`src/logic/ccs_defs.svh`:
```
// Constants for the codec clock and lock register bank.
// Assumes an 8-bit DSP I/O port with one-cycle read and write strobes.
// Summary of operation
// - Clock at 5, locks at 6 and 7.
// - Bit 7 picks oscillator, default slower.
// - Route 00 divides by two times (divisor plus one).
// - Route picks divided, x1, halved, third.
// - Clock bits 6 and 5 read zero.
// - Fifteen tabulated sample rates are reachable.
// - Master clock is 256 times sample rate.
// - Bit clock x64, frame clock at rate.
// - Lock is bit 0; bits 7:1 read zero.
// - Lock bit reads 1 only when DSP owns.
// - Pending request wins when host releases.
// - Writing 0 cancels request and releases ownership.
// - Lock bits read 0 after reset.
`ifndef CCS_DEFS_SVH
`define CCS_DEFS_SVH
// Register addresses on the DSP I/O port
`define CCS_ADDR_CLK      16'h0005
`define CCS_ADDR_LOCK0    16'h0006
`define CCS_ADDR_LOCK1    16'h0007
// Field positions of the clock control register
`define CCS_OSC_BIT       7
`define CCS_DIV_HI        4
`define CCS_DIV_LO        2
`define CCS_ROUTE_HI      1
`define CCS_ROUTE_LO      0
// Writable bits of the clock register; 6 and 5 are reserved
`define CCS_CLK_WMASK     8'h9F
// Reset values
`define CCS_CLK_RST       8'h00
`define CCS_LOCK_RST      2'h0
// Route codes
`define CCS_ROUTE_DIV     2'h0
`define CCS_ROUTE_X1      2'h1
`define CCS_ROUTE_HALF    2'h2
`define CCS_ROUTE_THIRD   2'h3
// Master period counter bits that drive the bit clock and the frame clock
`define CCS_BIT_SEL       1
`define CCS_FRAME_SEL     7
`endif

```
`src/logic/ccs_pkg.sv`:
```
// Types shared by the codec clock and lock register bank.
// Assumes the constants header is compiled alongside.
package ccs_pkg;
  // Whole state of the clock generator
  typedef struct packed {
    logic       src_q;   // Source level seen last cycle
    logic [3:0] cnt;     // Source edges within one master period
    logic       mclk;    // Master clock level
    logic [7:0] bcnt;    // Master periods within one frame
  } ccs_gen_s;
  // Whole state of the register bank
  typedef struct packed {
    logic [7:0] ctl;       // Clock control register
    logic [1:0] dsp_own;   // DSP holds lock
    logic [1:0] host_own;  // Host holds lock
    logic [1:0] pend;      // DSP request waiting
    logic [7:0] rdata;     // Read data latch
  } ccs_reg_s;
endpackage : ccs_pkg

```
`src/logic/ccs_clkgen.sv`:
```
// Codec master, bit and frame clock generator.
// Assumes the oscillator inputs are sampled as synchronous levels on clk.
`timescale 1ns/1ps
`include "ccs_defs.svh"
module ccs_clkgen (
  input  wire logic       clk,
  input  wire logic       rst_n,
  input  wire logic       osc_a,
  input  wire logic       osc_b,
  input  wire logic       sel,
  input  wire logic [2:0] div,
  input  wire logic [1:0] route,
  output logic            mclk,
  output logic            sclk,
  output logic            lrclk
);
  ccs_pkg::ccs_gen_s s_r;    // Registered state
  ccs_pkg::ccs_gen_s s_nxt;  // Next state
  logic              src;    // Chosen oscillator level
  logic              edge_s; // Rising edge of the chosen oscillator
  logic [4:0]        n;      // Source edges per master period

  //////////////////////////////////////////////////////////////////////
  // Next state
  always_comb begin
    src    = sel ? osc_b : osc_a;
    edge_s = src & ~s_r.src_q;
    unique case (route)
      `CCS_ROUTE_DIV:   n = {({1'b0, div} + 4'h1), 1'b0};
      `CCS_ROUTE_X1:    n = 5'h01;
      `CCS_ROUTE_HALF:  n = 5'h02;
      `CCS_ROUTE_THIRD: n = 5'h03;
    endcase
    s_nxt       = s_r;
    s_nxt.src_q = src;
    // Count source edges; wrap at the period length
    if (edge_s) begin
      s_nxt.cnt = ({1'b0, s_r.cnt} >= n - 5'h01) ? 4'h0 : s_r.cnt + 4'h1;
    end
    // x1 passes the source straight on; odd ratios are not 50 percent duty
    if (n == 5'h01) begin
      s_nxt.mclk = src;
    end else begin
      s_nxt.mclk = s_nxt.cnt < n[4:1];
    end
    // Bit and frame clocks are taps of a master period counter
    if (s_nxt.mclk && !s_r.mclk) begin
      s_nxt.bcnt = s_r.bcnt + 8'h01;
    end
  end

  //////////////////////////////////////////////////////////////////////
  // State register
  always_ff @(posedge clk or negedge rst_n) begin
    if (!rst_n) begin
      s_r <= '0;
    end else begin
      s_r <= s_nxt;
    end
  end

  assign mclk  = s_r.mclk;
  assign sclk  = s_r.bcnt[`CCS_BIT_SEL];
  assign lrclk = s_r.bcnt[`CCS_FRAME_SEL];
endmodule : ccs_clkgen

```
`src/logic/ccs_regs.sv`:
```
// Codec clock control and two shared hardware locks on the DSP I/O port.
// Assumes single-cycle IO_WR / IO_RD strobes and a host that holds
// HOST_LOCK_REQ high for as long as it wants the lock.
`timescale 1ns/1ps
`include "ccs_defs.svh"
module ccs_regs (
  input  wire logic        CLOCK,
  input  wire logic        RESET_N,
  input  wire logic [15:0] IO_ADDR,
  input  wire logic [7:0]  IO_WDATA,
  input  wire logic        IO_WR,
  input  wire logic        IO_RD,
  output logic      [7:0]  IO_RDATA,
  input  wire logic        OSC_24M,
  input  wire logic        OSC_33M,
  input  wire logic [1:0]  HOST_LOCK_REQ,
  output logic      [1:0]  HOST_LOCK_GRANT,
  output logic             CODEC_MCLK,
  output logic             CODEC_SCLK,
  output logic             CODEC_LRCLK
);
  ccs_pkg::ccs_reg_s s_r;    // Registered state
  ccs_pkg::ccs_reg_s s_nxt;  // Next state
  logic [1:0]        lock_wr; // Write strobe per lock
  logic              clk_wr;  // Write strobe of clock register

  //////////////////////////////////////////////////////////////////////
  // Address decode
  always_comb begin
    clk_wr     = IO_WR && (IO_ADDR == `CCS_ADDR_CLK);
    lock_wr[0] = IO_WR && (IO_ADDR == `CCS_ADDR_LOCK0);
    lock_wr[1] = IO_WR && (IO_ADDR == `CCS_ADDR_LOCK1);
  end

  //////////////////////////////////////////////////////////////////////
  // Next state of registers and locks
  always_comb begin
    s_nxt = s_r;
    // Reserved bits never store, so they always read back zero
    if (clk_wr) begin
      s_nxt.ctl = IO_WDATA & `CCS_CLK_WMASK;
    end
    for (int i = 0; i < 2; i++) begin
      // DSP side: 1 asks for the lock, 0 cancels and releases
      if (lock_wr[i]) begin
        if (IO_WDATA[0]) begin
          s_nxt.pend[i] = ~s_r.dsp_own[i];
        end else begin
          s_nxt.pend[i]    = 1'b0;
          s_nxt.dsp_own[i] = 1'b0;
        end
      end
      // Host lets go as soon as it drops its request
      if (s_r.host_own[i] && !HOST_LOCK_REQ[i]) begin
        s_nxt.host_own[i] = 1'b0;
      end
      // Free lock: a waiting DSP request wins a tie with the host
      if (!s_nxt.dsp_own[i] && !s_nxt.host_own[i]) begin
        if (s_nxt.pend[i]) begin
          s_nxt.dsp_own[i] = 1'b1;
          s_nxt.pend[i]    = 1'b0;
        end else if (HOST_LOCK_REQ[i]) begin
          s_nxt.host_own[i] = 1'b1;
        end
      end
    end
    // Read data: latched on the strobe, zero for unmapped addresses
    if (IO_RD) begin
      unique case (IO_ADDR)
        `CCS_ADDR_CLK:   s_nxt.rdata = s_r.ctl;
        `CCS_ADDR_LOCK0: s_nxt.rdata = {7'h00, s_r.dsp_own[0]};
        `CCS_ADDR_LOCK1: s_nxt.rdata = {7'h00, s_r.dsp_own[1]};
        default:         s_nxt.rdata = 8'h00;
      endcase
    end
  end

  //////////////////////////////////////////////////////////////////////
  // State register; everything clears, so the locks start unowned
  always_ff @(posedge CLOCK or negedge RESET_N) begin
    if (!RESET_N) begin
      s_r          <= '0;
      s_r.ctl      <= `CCS_CLK_RST;
      s_r.dsp_own  <= `CCS_LOCK_RST;
      s_r.pend     <= `CCS_LOCK_RST;
      s_r.host_own <= `CCS_LOCK_RST;
    end else begin
      s_r <= s_nxt;
    end
  end

  assign IO_RDATA        = s_r.rdata;
  assign HOST_LOCK_GRANT = s_r.host_own;

  //////////////////////////////////////////////////////////////////////
  // Clock generator driven by the control register
  ccs_clkgen u_gen (
    .clk   (CLOCK),
    .rst_n (RESET_N),
    .osc_a (OSC_24M),
    .osc_b (OSC_33M),
    .sel   (s_r.ctl[`CCS_OSC_BIT]),
    .div   (s_r.ctl[`CCS_DIV_HI:`CCS_DIV_LO]),
    .route (s_r.ctl[`CCS_ROUTE_HI:`CCS_ROUTE_LO]),
    .mclk  (CODEC_MCLK),
    .sclk  (CODEC_SCLK),
    .lrclk (CODEC_LRCLK)
  );
endmodule : ccs_regs

```
`config.mk`:
```
export PLATFORM = sky130hd
export DESIGN_NAME = ccs_regs
export DESIGN_NICKNAME = d
export VERILOG_FILES = /design/src/logic/ccs_pkg.sv /design/src/logic/ccs_clkgen.sv /design/src/logic/ccs_regs.sv
export VERILOG_INCLUDE_DIRS = /design/src /design/src/logic
export SDC_FILE = /design/constraint.sdc
export NUM_CORES = 1
export LEC_CHECK = 0
export BUFFER_PORTS_ARGS = -buffer_cell sky130_fd_sc_hd__buf_4
export CAP_MARGIN = 5
export CORE_UTILIZATION = 45
export CTS_BUF_LIST = sky130_fd_sc_hd__clkbuf_4
export DETAILED_ROUTE_END_ITERATION = 8
export PLACE_DENSITY = 0.71
export SYNTH_ARGS = -nofsm -noshare
export SYNTH_HDL_FRONTEND = slang
export SYNTH_SLANG_ARGS = --single-unit
```
`constraint.sdc`:
```
create_clock -name CLOCK -period 3.6 [get_ports CLOCK]
set_clock_uncertainty 0.05 [all_clocks]
set_input_delay 0.18 -clock CLOCK [delete_from_list [all_inputs] [get_ports CLOCK]]
set_output_delay 0.18 -clock CLOCK [all_outputs]
set_load 0.1 [all_outputs]
```
Word-level counts from Yosys, hierarchy flattened

Cells that the tools add are included.

Bits in registers: 34
Bits in latches: 0
Memory bits (writable): 0
Bits in read-only memories: 0
Output and inout port bits: 13
Memories kept: 0

Add/sub/neg operators: 4
Multiply operators: 0
Divide/modulo/power cells: 0
Magnitude comparators: 2
Eq/ne operators: 7
Shift-type cells: 0
Muxes and demuxes: 28
Bitwise logic cells: 4
Reduce and logical (&&, ||, !) cells: 16

Operators by type and width:

| kind                  | number |
|---|---|
| $eq A16 B3 Y1 const B | 3 |
| $mux W1               | 24 |
| $pmux W8 S3           | 1 |
| $pmux W5 S4           | 1 |
| $add A8 B1 Y8 const B | 1 |
| $logic_and A1 B1 Y1   | 8 |
| $mux W4               | 2 |
| $logic_not A1 Y1      | 7 |
| $eq A5 B1 Y1 const B  | 1 |
| $ge A4 B5 Y1          | 1 |
| $sub A5 B1 Y5 const B | 1 |
| $add A3 B1 Y4 const B | 1 |
| $add A4 B1 Y4 const B | 1 |
| $eq A2 B2 Y1 const B  | 2 |
| $lt A4 B4 Y1          | 1 |
| $not A1 Y1            | 3 |
| $eq A2 B1 Y1 const B  | 1 |
| $logic_not A2 Y1      | 1 |
| $and A1 B1 Y1         | 1 |

Longest topological paths before layout

Word-level depth: 9
Gate-level depth with buffers: 16

Hierarchy

A second synthesis with hierarchy kept.

Cell total of the unflattened synthesis: 185
Area, all modules: 1998.2 sq um

By module, submodules not included:

| module     | instances | cells each | area each (sq um) | sequential area each (sq um) |
|---|---|---|---|---|
| ccs_clkgen | 1         | 103        | 1022.2            | 350.3 |
| ccs_regs   | 1         | 82         | 975.9             | 450.4 |

Worst setup path after synthesis

OpenSTA, ideal clock, no wires.

Path kind: register to register
From: reg s_r[16] (netlist bit)
To: reg u_gen.s_r, in the netlist u_gen.sclk
Setup time: 0.127 ns
Data arrival time: 3.499 ns
Setup slack: -0.075 ns
Cell stages (with the launch flop): 16
Path buffers: 0
Path through: dfrtp_1 ha_1 nand2b_1 xnor2_1 nand2_1 ha_1 a2111o_1 o221a_4 and2_1 nand2b_1 o2bb2ai_1 ha_1 o2bb2ai_1 nand2_2 o21ai_2 mux2_4

RTL lines:

| item                     | RTL line         | text |
|---|---|---|
| start: declaration       | ccs_regs.sv:22   | `ccs_pkg::ccs_reg_s s_r;` |
| start signal: assignment | ccs_regs.sv:88   | `s_r <= s_nxt;` |
| end signal: assignment   | ccs_clkgen.sv:58 | `s_r <= s_nxt;` |
| end: declaration         | ccs_clkgen.sv:17 | `ccs_pkg::ccs_gen_s s_r;` |

==> reports/metrics.yaml <==
cts_buffers: 5
critPathCaptureType: "register"
worst_path_arrival_ps: 3670
worst_hold_path.endpoint: "s_r[18]"
synth_top_area_cell: "dfrtp_1"
final.period_utilization_pct: 96.9
min_path_type: "input port to register"
totalWireLength_mm: 4.21
synth_warnings: 0
num_vias: 1660
post_synthesis_cell_count: 198
synthTopCellsByCount: "dfrtp_1, o21ai_0, ha_1, inv_1, nand2_1"
synth_enable_flop_cells: 0
cts_root_buffer: "clkbuf_4"
static-leakage-power_nw: 1.23
area_delta_synth_final_pct: 36.5
finalCriticalPeriod_ps: 3490
final_net_count: 303
grt_pass1_wl_mm: 6.47
final_max_slew_viol_count: 0
pwr_per_cell_area_nw_per_um2: 541
num_rows: 23
top_level_ports: 45
cp_max_fo: 4
power.total_mw: 1.48
cts.reportedPaths.clkPinSlew_ps: 110
reg2reg_depth: 14
die_boundary_height_um: 68.6
dominant_register_cell_in_the_synthesized_netlist: "dfrtp_1"
fraction_of_the_yosys_area_taken_by_sequential_cells_pct: 40.1
synth_top_cells_by_area: "dfrtp_1, ha_1, mux2_2"
synth-seq-cells: 32
synth-async-reset-ratio_pct: 100
antenna_violating_nets_post_route: 0
number_of_diodes: 0
synthDistinctLibCells: 49
power.ir.vdd_worst_v: 0.000248
post_dp_cell_area_um2: 2410
drt_pass1_iterations: 4
r2r_end: "u_gen.sclk"
dieArea_um2: 4710
grt_start_max_net_pins: 33
start_util_pct: 48.5
synth.avg_cell_area_um2: 10.1
crit-reg2reg-launch: "s_r[16]"
design_area_um2: 2730
routability_cong: 0.781
startpoint_type: "register"
drt_drc_violations_left: 0
post_drt_via_cell_ratio: 5.35
critical_path_class: "register to register"
cts.sinks: 32
drv.max_cap_violation_count: 0
synth.top_cell.area_share_pct: 40.1
max_freq_mhz: 287
post_route_cells_drive_above_1_share_pct: 40.8
post_drt_wl_per_cell_um: 13.6
fin_hold_ws_ps: 11.9
holdCritStartpoint: "IO_WDATA[4]"
setup_violations: 0
global_route.usage.total_pct: 18.6
worst_skew_pair.late_latency_ps: 350
ff2ff_setup_slack_ps: 110
layout.cells.non_filler: 310
via_count_of_the_first_global_routing_pass: 1548
post_synth_instance_area_um2: 2000
coreArea_um2: 4120
placedCellCount: 294
synth.most_common_cell: "dfrtp_1"
timing.final.hold_violations: 0
status: "finished clean"
drc_violation_total_after_the_first_tritonroute_iteration: 77
htree_levels: 2
grt_antenna_before_repair: 0
cts_tree: "yes"
die-width_um: 68.6
critical_path_required_ps: 3780
numPortBuffers: 40
detailed_placement_hpwl_mm: 3.01
finalCoreUtilization_pct: 66.3
grt_remaining_overflow: 0
min_path_cells: 2
clockBufferDepth: 2
## per-layer routing
layer | track usage, % | up-vias | share of wire, %
li1 | - | 827 | -
met1 | 23.0 | 788 | 46
met2 | 31.4 | 40 | 49
met4 | 5.73 | 0 | 1.1
met3 | 5.10 | 5 | 4.2
met5 | 0 | - | 0
## worst max path at each step
stage / depth (start not counted) / endpoint / start
floorplan: 15 / u_gen.sclk / s_r[16]
global placement: 15 / u_gen.sclk / s_r[16]
detailed placement: 14 / u_gen.sclk / s_r[16]
CTS: 16 / u_gen.s_r[3] / s_r[16]
global route: 16 / u_gen.s_r[5] / s_r[16]
finish: 14 / u_gen.sclk / s_r[16]
## registers in the layout, summed over array words and instances, names as in the netlist
signal           count
u_gen.s_r           11
s_r                 10
IO_RDATA             6
HOST_LOCK_GRANT      2
u_gen.lrclk          1
u_gen.mclk           1
u_gen.sclk           1
## kinds of logic (layout without fill, tap and decap cells)
logic type | count (synthesis) | in the layout | synth area share (%)
multiplexers | 9 | 9 | 5.20
XOR/XNOR | 10 | 10 | 4.76
adder cells (fa/ha/maj) | 12 | 12 | 7.52
AO/OA/AOI/OAI | 48 | 48 | 18.3
buffers and inverters | 23 | 84 | 6.27
flip-flops | 32 | 32 | 40.1
other | 1 | 2 | 0.188
AND/OR/NAND/NOR | 63 | 63 | 17.7
## cell type report
class                      instances  area [µm²]
clock buffer                       5        37.5
clock inverter                     3        18.8
fill                             343        1390
inverter                          12        45.0
multi-input combinational        144        1270
sequential                        32         801
tap                               50        62.6
timing repair buffer              64         495
## power breakdown
part | internal [mW] | total (mW) | switching, mW
clock | 0.0734 | 0.209 | 0.135
sequential | 0.421 | 0.485 | 0.0644
combinational | 0.370 | 0.782 | 0.412
## repair_timing
action / CTS / global route
gates cloned: 0 / 0
hold buffers: 5 / 1
buffers inserted: 0 / 2
endpoints found under the setup margin: 4 / 9
pin swaps: 1 / 14
resized for setup: 3 / 26
endpoints found under the hold margin: 36 / 1
## layout by cell type, fill, tap and decap left out, types with 6 or more instances in the layout
master | synthesis | routed
xor2_1 | 8 | 7
nor2_1 | 11 | 11
nand3_1 | 10 | 10
dlygate4sd3_1 | 0 | 6
mux2_2 | 7 | 7
inv_1 | 12 | 12
nand2_1 | 12 | 11
a21oi_1 | 6 | 6
o21ai_0 | 13 | 10
buf_4 | 10 | 58
ha_1 | 12 | 7
dfrtp_1 | 32 | 32
## stage by stage
step / setup TNS [ps] / worst slack (ps)
5_1_grt: -10.0 / -7.00
2_1_floorplan: 0 / 20.3
3_3_place_gp: 0 / 10.6
4_1_cts: -2.68 / -2.68
3_5_place_dp: -1.06 / -1.06
6_report: 0 / 112
## critical path, cell delays in order (launching register included)
cell,delay (ps)
dfrtp_1,450
o21ba_4,230
ha_4,170
xor2_2,170
ha_2,190
a2111o_1,390
o221a_4,120
and2_4,180
nand2b_4,160
o2bb2ai_4,180
ha_4,220
a311oi_4,320
o21ai_4,130
o21ai_2,100
mux2_4,310
No activity file was read; power rests on OpenSTA's default activity.
